File: config.mk
export PLATFORM = sky130hd
export DESIGN_NAME = mcs_sequencer
export DESIGN_NICKNAME = d
export VERILOG_FILES = /design/src/rtl/mcs_pkg.sv /design/src/rtl/mcs_match_if.sv /design/src/rtl/mcs_match_unit.sv /design/src/rtl/mcs_sequencer.sv
export SDC_FILE = /design/constraint.sdc
export NUM_CORES = 1
export LEC_CHECK = 0
export ABC_AREA = 1
export BUFFER_PORTS_ARGS = -buffer_cell sky130_fd_sc_hd__buf_2
export CAP_MARGIN = 30
export CORE_MARGIN = 2
export CORE_UTILIZATION = 62
export DETAILED_ROUTE_END_ITERATION = 6
export GPL_ROUTABILITY_DRIVEN = 0
export PLACE_DENSITY = 0.9
export SYNTH_ARGS = -nofsm -noshare
export SYNTH_HDL_FRONTEND = slang
export SYNTH_SLANG_ARGS = --single-unit
export TNS_END_PERCENT = 30
File: constraint.sdc
create_clock -name clock_in -period 7.8 [get_ports clock_in]
set_input_delay 0.39 -clock clock_in [delete_from_list [all_inputs] [get_ports clock_in]]
set_output_delay 0.39 -clock clock_in [all_outputs]
set_load 0.01 [all_outputs]
File: src/rtl/mcs_pkg.sv
// Shared constants for the multiphase commutation sequencer
package mcs_pkg;
  // ------------------------------------------------------------
  // Widths and table sizes
  // ------------------------------------------------------------
  localparam int CH_N      = 8;   // master plus up to seven slaves
  localparam int ST_W      = 8;   // state number width
  localparam int LEN_W     = 8;   // state length width
  localparam int POS_W     = 16;  // position, offset and limits
  localparam int TBL_N     = 22;  // largest table
  localparam int TBL_AW    = 5;
  localparam int CHN_W     = 4;
  // ------------------------------------------------------------
  // Table limits per master channel
  // ------------------------------------------------------------
  localparam logic [ST_W-1:0]  MAX_ST_STD = 8'h06;
  localparam logic [ST_W-1:0]  MAX_ST_13  = 8'h16;
  localparam logic [ST_W-1:0]  MAX_ST_14  = 8'h0e;
  localparam logic [CHN_W-1:0] MASTER_13  = 4'hd;
  localparam logic [CHN_W-1:0] MASTER_14  = 4'he;
  // ------------------------------------------------------------
  // Host service codes and timing
  // ------------------------------------------------------------
  localparam logic [1:0]       FORCE_CODE = 2'h2;
  localparam logic [POS_W-1:0] MATCH_LEAD = 16'h0002;
  // ------------------------------------------------------------
  // Reset values
  // ------------------------------------------------------------
  localparam logic [ST_W-1:0]  STATE_RST  = 8'h00;
  localparam logic [CH_N-1:0]  PINS_RST   = 8'h00;
  localparam logic [POS_W-1:0] LIMIT_RST  = 16'h0000;
endpackage

File: src/rtl/mcs_match_if.sv
// Carrier between the sequencer core and its match output stage
`timescale 1ns/1ns
`default_nettype none
interface mcs_match_if;
  logic                          arm;
  logic [mcs_pkg::CH_N-1:0]      pattern;
  logic [mcs_pkg::POS_W-1:0]     when_tb;
  logic [mcs_pkg::CH_N-1:0]      pins;
  logic                          busy;
  modport seq (output arm, pattern, when_tb, input pins, busy);
  modport out (input arm, pattern, when_tb, output pins, busy);
endinterface
`default_nettype wire

File: src/rtl/mcs_match_unit.sv
// Output match stage: all pins switch together on a timebase match
`timescale 1ns/1ns
`default_nettype none
module mcs_match_unit (
  // Clock and reset
  input  wire logic                      clock_in,
  input  wire logic                      rst_in,
  // Timebase
  input  wire logic [mcs_pkg::POS_W-1:0] tb_in,
  // Sequencer side
  mcs_match_if.out                       mif
);
  logic                      pend_q;
  logic [mcs_pkg::CH_N-1:0]  pat_q;
  logic [mcs_pkg::POS_W-1:0] when_q;
  logic [mcs_pkg::CH_N-1:0]  pins_q;
  wire                       hit = pend_q && (tb_in == when_q);

  // Capture a new pattern; a fresh arm replaces one still pending
  always_ff @(posedge clock_in) begin
    if (rst_in) begin
      pend_q <= 1'b0;
      pat_q  <= mcs_pkg::PINS_RST;
      when_q <= mcs_pkg::LIMIT_RST;
    end else if (mif.arm) begin
      pend_q <= 1'b1;
      pat_q  <= mif.pattern;
      when_q <= mif.when_tb;
    end else if (hit) begin
      pend_q <= 1'b0;
    end
  end

  // Every pin changes on the same match edge
  always_ff @(posedge clock_in) begin
    if (rst_in) pins_q <= mcs_pkg::PINS_RST;
    else if (hit && !mif.arm) pins_q <= pat_q;
  end

  assign mif.pins = pins_q;
  assign mif.busy = pend_q;
endmodule
`default_nettype wire

File: src/rtl/mcs_sequencer.sv
// Multiphase commutation sequencer core, master channel service
`timescale 1ns/1ns
`default_nettype none
// Behaviour
// - Drives outputs on up to eight adjacent channels, master plus slaves.
// - All servicing runs in the master; slaves only mirror its outputs.
// - New pin levels are applied together on a timebase output match.
// - Host sequence bits pick sensored or sensorless operation.
// - Sensored link fetches that state's pins from the table and outputs them.
// - Sensorless reads the position counter from a programmable address.
// - Keeps upper and lower limits; compares adjusted position each service.
// - Passing a limit steps state, loads entry length and pins, outputs pins.
// - CPU offset is added to position before the limit tests.
// - State count, lengths, channel count and patterns are all programmable.
// - Table size: six states, twenty-two for master 13, fourteen for 14.
// - Each state length is an unsigned 8-bit position count.
// - Adjacent entries with equal pins act as one longer state.
// - Match sub-mode: a periodic match triggers each evaluation.
// - Link sub-mode: a link request triggers each evaluation.
// - CPU may force any state in any cycle but one in which a limit crossing steps the state.
// - CPU may read the current state number without disturbance.
// - Force: write state number, then host request code 2 drives its pattern.
module mcs_sequencer (
  // Clock and reset
  input  wire logic                         clock_in,
  input  wire logic                         rst_in,
  // Mode and configuration
  input  wire logic                         sensorless_in,
  input  wire logic                         link_update_in,
  input  wire logic [mcs_pkg::CHN_W-1:0]    master_channel_in,
  input  wire logic [mcs_pkg::CHN_W-1:0]    output_channel_count_in,
  input  wire logic [mcs_pkg::ST_W-1:0]     state_count_in,
  input  wire logic [mcs_pkg::POS_W-1:0]    offset_in,
  input  wire logic [mcs_pkg::POS_W-1:0]    update_period_in,
  input  wire logic [mcs_pkg::ST_W-1:0]     counter_addr_in,
  // State table write port
  input  wire logic                         tbl_we_in,
  input  wire logic [mcs_pkg::TBL_AW-1:0]   tbl_idx_in,
  input  wire logic [mcs_pkg::LEN_W-1:0]    tbl_len_in,
  input  wire logic [mcs_pkg::CH_N-1:0]     tbl_pins_in,
  // State number write, CPU or hall_state_decoder
  input  wire logic                         state_we_in,
  input  wire logic [mcs_pkg::ST_W-1:0]     state_wdata_in,
  // Link request and host_service_request
  input  wire logic                         link_in,
  input  wire logic                         host_service_request_in,
  input  wire logic [1:0]                   host_service_code_in,
  // Position counter read
  output logic      [mcs_pkg::ST_W-1:0]     pos_addr_out,
  input  wire logic [mcs_pkg::POS_W-1:0]    pos_data_in,
  // Status and outputs
  output logic      [mcs_pkg::ST_W-1:0]     state_no_out,
  output logic      [mcs_pkg::POS_W-1:0]    timebase_out,
  output logic      [mcs_pkg::CH_N-1:0]     drive_out,
  output logic      [mcs_pkg::CH_N-1:0]     drive_en_out,
  output logic                              busy_out
);

  // ------------------------------------------------------------
  // Types and storage
  // ------------------------------------------------------------
  typedef enum logic [3:0] {
    MCS_IDLE  = 4'h1,
    MCS_FETCH = 4'h2,
    MCS_EVAL  = 4'h4,
    MCS_OUT   = 4'h8
  } mcs_state_t;

  mcs_state_t                  fsm_q;
  mcs_state_t                  fsm_d;
  logic [mcs_pkg::LEN_W-1:0]   tbl_len [mcs_pkg::TBL_N];
  logic [mcs_pkg::CH_N-1:0]    tbl_pin [mcs_pkg::TBL_N];
  logic [mcs_pkg::ST_W-1:0]    state_q;
  logic [mcs_pkg::POS_W-1:0]   upper_q;
  logic [mcs_pkg::POS_W-1:0]   lower_q;
  logic [mcs_pkg::POS_W-1:0]   tb_q;
  logic [mcs_pkg::POS_W-1:0]   per_q;
  logic                        svc_pend_q;
  logic                        force_pend_q;
  logic                        started_q;
  logic [mcs_pkg::CH_N-1:0]    cur_pins_q;

  mcs_match_if mif ();

  // ------------------------------------------------------------
  // Table size and state wrap
  // ------------------------------------------------------------
  // Master channel selects how many entries exist
  wire [mcs_pkg::ST_W-1:0] max_st =
    (master_channel_in == mcs_pkg::MASTER_13) ? mcs_pkg::MAX_ST_13 :
    (master_channel_in == mcs_pkg::MASTER_14) ? mcs_pkg::MAX_ST_14 :
    mcs_pkg::MAX_ST_STD;
  // Programmed count, clipped to the table and kept above zero
  wire [mcs_pkg::ST_W-1:0] n_st_raw =
    (state_count_in > max_st) ? max_st : state_count_in;
  wire [mcs_pkg::ST_W-1:0] n_st =
    (n_st_raw == 8'h00) ? 8'h01 : n_st_raw;
  wire [mcs_pkg::ST_W-1:0] last_st = n_st - 8'h01;
  // Circular neighbours of the current state
  wire [mcs_pkg::ST_W-1:0] st_up =
    (state_q >= last_st) ? 8'h00 : state_q + 8'h01;
  wire [mcs_pkg::ST_W-1:0] st_dn =
    (state_q == 8'h00 || state_q > last_st) ? last_st
    : state_q - 8'h01;
  // Table read indices, clipped to the array
  wire [mcs_pkg::TBL_AW-1:0] cur_idx =
    (state_q < mcs_pkg::MAX_ST_13) ? state_q[mcs_pkg::TBL_AW-1:0] : 5'h00;
  wire [mcs_pkg::TBL_AW-1:0] up_idx = st_up[mcs_pkg::TBL_AW-1:0];
  wire [mcs_pkg::TBL_AW-1:0] dn_idx = st_dn[mcs_pkg::TBL_AW-1:0];

  // ------------------------------------------------------------
  // Sensorless limit tests
  // ------------------------------------------------------------
  // Offset is added before the tests
  wire [mcs_pkg::POS_W-1:0] adj_pos = pos_data_in + offset_in;
  wire [mcs_pkg::POS_W-1:0] d_up    = adj_pos - upper_q;
  wire [mcs_pkg::POS_W-1:0] d_lo    = adj_pos - lower_q;
  // Signed differences tolerate counter wrap
  wire pass_up = started_q && !d_up[mcs_pkg::POS_W-1]
                 && (d_up != 16'h0000);
  wire pass_lo = started_q && d_lo[mcs_pkg::POS_W-1];
  wire [mcs_pkg::POS_W-1:0] len_up = {8'h00, tbl_len[up_idx]};
  wire [mcs_pkg::POS_W-1:0] len_dn = {8'h00, tbl_len[dn_idx]};
  wire [mcs_pkg::POS_W-1:0] len_cur = {8'h00, tbl_len[cur_idx]};

  // ------------------------------------------------------------
  // Service triggers
  // ------------------------------------------------------------
  wire per_mode  = sensorless_in && !link_update_in;
  wire per_fire  = per_mode && (per_q == 16'h0000);
  wire link_take = link_in && (!sensorless_in || link_update_in);
  wire force_go  = host_service_request_in
                   && (host_service_code_in == mcs_pkg::FORCE_CODE);
  wire in_idle   = (fsm_q == MCS_IDLE);
  wire take_frc  = in_idle && force_pend_q;
  wire take_svc  = in_idle && !force_pend_q && svc_pend_q;

  // ------------------------------------------------------------
  // Next state of the service sequence
  // ------------------------------------------------------------
  always_comb begin
    fsm_d = fsm_q;
    case (fsm_q)
      MCS_IDLE: begin
        if (take_frc) fsm_d = MCS_OUT;
        else if (take_svc && sensorless_in) fsm_d = MCS_FETCH;
        else if (take_svc) fsm_d = MCS_OUT;
      end
      MCS_FETCH: fsm_d = MCS_EVAL;
      MCS_EVAL: begin
        if (pass_up || pass_lo || !started_q) fsm_d = MCS_OUT;
        else fsm_d = MCS_IDLE;
      end
      MCS_OUT:   fsm_d = MCS_IDLE;
      default:   fsm_d = MCS_IDLE;
    endcase
  end

  // Service sequence register
  always_ff @(posedge clock_in) begin
    if (rst_in) fsm_q <= MCS_IDLE;
    else fsm_q <= fsm_d;
  end

  // ------------------------------------------------------------
  // Timebase and periodic match
  // ------------------------------------------------------------
  // Free running primary_timebase_counter
  always_ff @(posedge clock_in) begin
    if (rst_in) tb_q <= mcs_pkg::LIMIT_RST;
    else tb_q <= tb_q + 16'h0001;
  end

  // Periodic match reloads with the programmed period
  always_ff @(posedge clock_in) begin
    if (rst_in || !per_mode || per_fire) per_q <= update_period_in;
    else per_q <= per_q - 16'h0001;
  end

  // ------------------------------------------------------------
  // Pending requests; a new trigger wins over the take
  // ------------------------------------------------------------
  // Service request, held until the sequence is idle
  always_ff @(posedge clock_in) begin
    if (rst_in) svc_pend_q <= 1'b0;
    else if (per_fire || link_take) svc_pend_q <= 1'b1;
    else if (take_svc) svc_pend_q <= 1'b0;
  end

  // Force request; other service codes are ignored
  always_ff @(posedge clock_in) begin
    if (rst_in) force_pend_q <= 1'b0;
    else if (force_go) force_pend_q <= 1'b1;
    else if (take_frc) force_pend_q <= 1'b0;
  end

  // ------------------------------------------------------------
  // State table storage
  // ------------------------------------------------------------
  // Not reset: every used entry must be written before the first service
  always_ff @(posedge clock_in) begin
    if (tbl_we_in && tbl_idx_in < mcs_pkg::TBL_AW'(mcs_pkg::TBL_N)) begin
      tbl_len[tbl_idx_in] <= tbl_len_in;
      tbl_pin[tbl_idx_in] <= tbl_pins_in;
    end
  end

  // ------------------------------------------------------------
  // State number; sequencer stepping wins over an outside write
  // ------------------------------------------------------------
  always_ff @(posedge clock_in) begin
    if (rst_in) state_q <= mcs_pkg::STATE_RST;
    else if (fsm_q == MCS_EVAL && started_q && pass_up) state_q <= st_up;
    else if (fsm_q == MCS_EVAL && started_q && pass_lo) state_q <= st_dn;
    else if (state_we_in) state_q <= state_wdata_in;
  end

  // ------------------------------------------------------------
  // Limits of the current state
  // ------------------------------------------------------------
  // First service, or the first service after a force, seats the window at the position
  always_ff @(posedge clock_in) begin
    if (rst_in) begin
      upper_q   <= mcs_pkg::LIMIT_RST;
      lower_q   <= mcs_pkg::LIMIT_RST;
      started_q <= 1'b0;
    end else if (take_frc || !sensorless_in) begin
      started_q <= 1'b0;
    end else if (fsm_q == MCS_EVAL && !started_q) begin
      lower_q   <= adj_pos;
      upper_q   <= adj_pos + len_cur;
      started_q <= 1'b1;
    end else if (fsm_q == MCS_EVAL && pass_up) begin
      lower_q   <= upper_q;
      upper_q   <= upper_q + len_up;
    end else if (fsm_q == MCS_EVAL && pass_lo) begin
      upper_q   <= lower_q;
      lower_q   <= lower_q - len_dn;
    end
  end

  // ------------------------------------------------------------
  // Output arming and channel enables
  // ------------------------------------------------------------
  // Equal patterns rearm to the same levels, so pins do not move
  assign mif.arm     = (fsm_q == MCS_OUT);
  assign mif.pattern = tbl_pin[cur_idx];
  assign mif.when_tb = tb_q + mcs_pkg::MATCH_LEAD;

  // One match stage switches all channels together
  mcs_match_unit u_match (
    .clock_in (clock_in),
    .rst_in   (rst_in),
    .tb_in    (tb_q),
    .mif      (mif)
  );

  // Pattern last armed, for the checks
  always_ff @(posedge clock_in) begin
    if (rst_in) cur_pins_q <= mcs_pkg::PINS_RST;
    else if (mif.arm) cur_pins_q <= mif.pattern;
  end

  // Channel index width for the enable compare
  localparam int CHN_N_W = mcs_pkg::CHN_W;

  // Channels beyond the programmed count stay low and undriven
  genvar gi;
  generate
    for (gi = 0; gi < mcs_pkg::CH_N; gi++) begin : g_ch
      wire used = (output_channel_count_in > CHN_N_W'(gi));
      assign drive_en_out[gi] = used;
      assign drive_out[gi]    = used & mif.pins[gi];
    end
  endgenerate

  // Read back for the CPU, with no side effect
  assign state_no_out = state_q;
  assign pos_addr_out = counter_addr_in;
  assign timebase_out = tb_q;
  assign busy_out     = !in_idle || mif.busy;
endmodule
`default_nettype wire

==> results_dict.tcl <==
set metrics [dict create \
    vias 26793 \
    start_util_pct 62.9 \
    mostFrequentLayoutCell "nand2_1" \
    synth_area_um2 27900 \
    worstSetupEndpointType "flip-flop" \
    antenna_found_initial 1 \
    grt_max_degree 107 \
    syn_inst 3487 \
    drt-pass1-iter-count 7 \
    ys_types 51 \
    setup_viol 0 \
    critPathArrivalTime_ns 7.45 \
    layout_common_cells "nand2_1 (792), nand3_1 (462), edfxtp_1 (352), inv_1 (314), nor2_1 (289)" \
    critical_path_class "input port to flip-flop" \
    post-cts-setup-buffers 0 \
    drive_above_1_share_pct 10.1 \
    synth-async-reset-ratio_pct 0 \
    grt_overflow 0 \
    fin_crit_sh_pct 89.3 \
    clk_latency_ns 0.61 \
    vdd_ir_drop_max_uv 300 \
    critical_path.top_delay_family "simple AND/OR/NAND/NOR gates" \
    clock.fmax_ghz 0.144 \
    worstPathMaxFanout 48 \
    drt_iter0_markers 4727 \
    final.setup.worst_slack_ns 0.834 \
    tightestPinTransition_ns 1.06 \
    wl_per_cell_um 20.3 \
    nets 3760 \
    drc 14 \
    met3_usage_pct 9.50 \
    diodes 0 \
    die_x_um 216 \
    power.leakage_nw 12.9 \
    cts_max_level 2 \
    synth_edf_count 352 \
    boundaryPins 160 \
    ys_seq_area_share_pct 46.0 \
    maxCapViolCount 0 \
    ant_nets 0 \
    rsz0062_at_grt "no" \
    min_path_type "input port to flip-flop" \
    port_buffers 143 \
    place_ws_ns 0.413 \
    finalHoldViolations 0 \
    synth_top_area_share_pct 37.9 \
    min_period_ns 6.97 \
    syn_to_final_growth_pct 10.6 \
    cts-root-buf "clkbuf_16" \
    grt_usage_pct 36.0 \
    violations "DRC" \
    met2_usage_pct 55.2 \
    grt_pass1_vias 24709 \
    required_ns 8.29 \
    yosys.area.top_type "edfxtp_1" \
    crit_path_top_delay_cell "nand2_2" \
    cts_tree "built" \
    clock_path_buffers 3 \
    setup_tns_ns 0 \
    skew_ns 0.0223 \
    slew_viol_final 0 \
    use_met1_pct 47.5 \
    rows 77 \
    max_stage_delay_ns 0.54 \
    ys.flop_type "edfxtp_1" \
    setup.worst_path.start_class "input port" \
    cts_hold_buf 8 \
    dieArea_um2 46700 \
    clk_pin_slew_worst_paths_ns 0.06 \
    num-fill-cells 3352 \
    avgSynthCellArea_um2 7.99 \
    ctsResizeCount 0 \
    die_y_um 216 \
    grt_first_pass_wirelength_um 133000 \
    grt.busiest_layer "met2" \
    synth_area_leaders "edfxtp_1 (38%), nand2_1 (11%), nand3_1 (8.3%)" \
    synth_seq_cells 464 \
    path_buf_inv 8 \
    routed_wl_um 85100 \
    outcome "complete, but fails checks" \
    numCtsBuffers 50 \
    cp_common_cell "nand2_1" \
    relSlewSlack_pct 28.9 \
    dp.final_hpwl_um 53900 \
    core-area_um2 44300 \
    routed_via_density 6.40 \
    clkSinkCount 464 \
    power.density_nw_per_um2 221 \
    synth_warnings 0 \
]
==> cell families (layout without fill, tap and decap cells) <==
family	Yosys count	count (layout)	share of synthesized area, %
AND/OR/NAND/NOR	1696	1696	26.2
AO/OA/AOI/OAI	625	625	13.3
buffers and inverters	532	640	7.78
flip-flops	464	464	46.0
adder cells (fa/ha/maj)	91	91	4.22
XOR/XNOR	78	78	2.52
other	1	2	0.0135
==> synthesized netlist by cell type, types with 54 or more instances <==
cell type  number
edfxtp_1      352
nand4_1        54
dfxtp_1       112
nor2_1        292
nand3_1       463
nand2_1       793
inv_1         315
o211ai_1      110
clkbuf_1      127
a21oi_1       185
o21ai_0       212
ha_1           86
==> per-stage QoR <==
step | power, W | hold slack (ns) | area, µm² | std cells | util, %
3_5_place_dp | 0.00429 | 0.446 | 29000 | 4087 | 65.4
3_3_place_gp | 0.00425 | 0.445 | 29000 | 4087 | 65.4
6_report | 0.00682 | 0.0167 | 30800 | 4188 | 69.6
5_1_grt | 0.00706 | 0.0309 | 30800 | 4188 | 69.6
4_1_cts | 0.00676 | 0.00165 | 30800 | 4185 | 69.4
2_1_floorplan | 0.00385 | 0.427 | 27900 | 3488 | -
==> tightest hold or removal path, stage by stage <==
cell	delay (ns)
buf_2	0.07
nand2_1	0.05
o21ai_0	0.06
==> report_power, final <==
part | switching, W | total [W] | internal, W
logic | 0.00108 | 0.00158 | 0.000504
clock network | 0.00102 | 0.00249 | 0.00146
registers | 0.0000440 | 0.00275 | 0.00270
==> sequential cells by signal, indices dropped and copies added, names as in the netlist, 4 cells and up <==
register	count
timebase_out	16
lower_q	16
u_match.mif.pins	8
upper_q	16
per_q	16
u_match.when_q	16
fsm_q	4
tbl_len	176
u_match.pat_q	8
state_no_out	8
tbl_pin	176
==> layout make-up <==
| type | instances | area [µm²] | share of cell area (%) |
|---|---|---|---|
| clock buffers | 59 | 1310 | 4.23 |
| clock inverters | 31 | 390 | 1.27 |
| inverters | 332 | 1250 | 4.04 |
| multi-input cells | 2492 | 13000 | 42.0 |
| flip-flops and latches | 464 | 12800 | 41.6 |
| well taps | 592 | 741 | 2.40 |
| repair buffers | 218 | 1370 | 4.46 |
==> routing by layer <==
metal / vias up / routed length, µm
li1: 12110 / -
met1: 12155 / 30900
met2: 2069 / 37200
met3: 455 / 12300
met4: 4 / 4730
met5: - / 89
==> path summary, 6_finish.rpt <==
path / from / end / slack [ns] / cells after the start
worst max-delay path: master_channel_in[1] / lower_q[14]$_SDFFE_PP0P_ / 0.83 / 47
worst min-delay path: update_period_in[2] / per_q[2]$_DFF_P_ / 0.02 / 3
worst max register to register: state_no_out[0]$_SDFFE_PP0P_ / upper_q[14]$_SDFFE_PP0P_ / 1.89 / 22
worst min register to register: per_q[0]$_DFF_P_ / per_q[0]$_DFF_P_ / 0.45 / 1
Power figures use the tool's default switching activity.
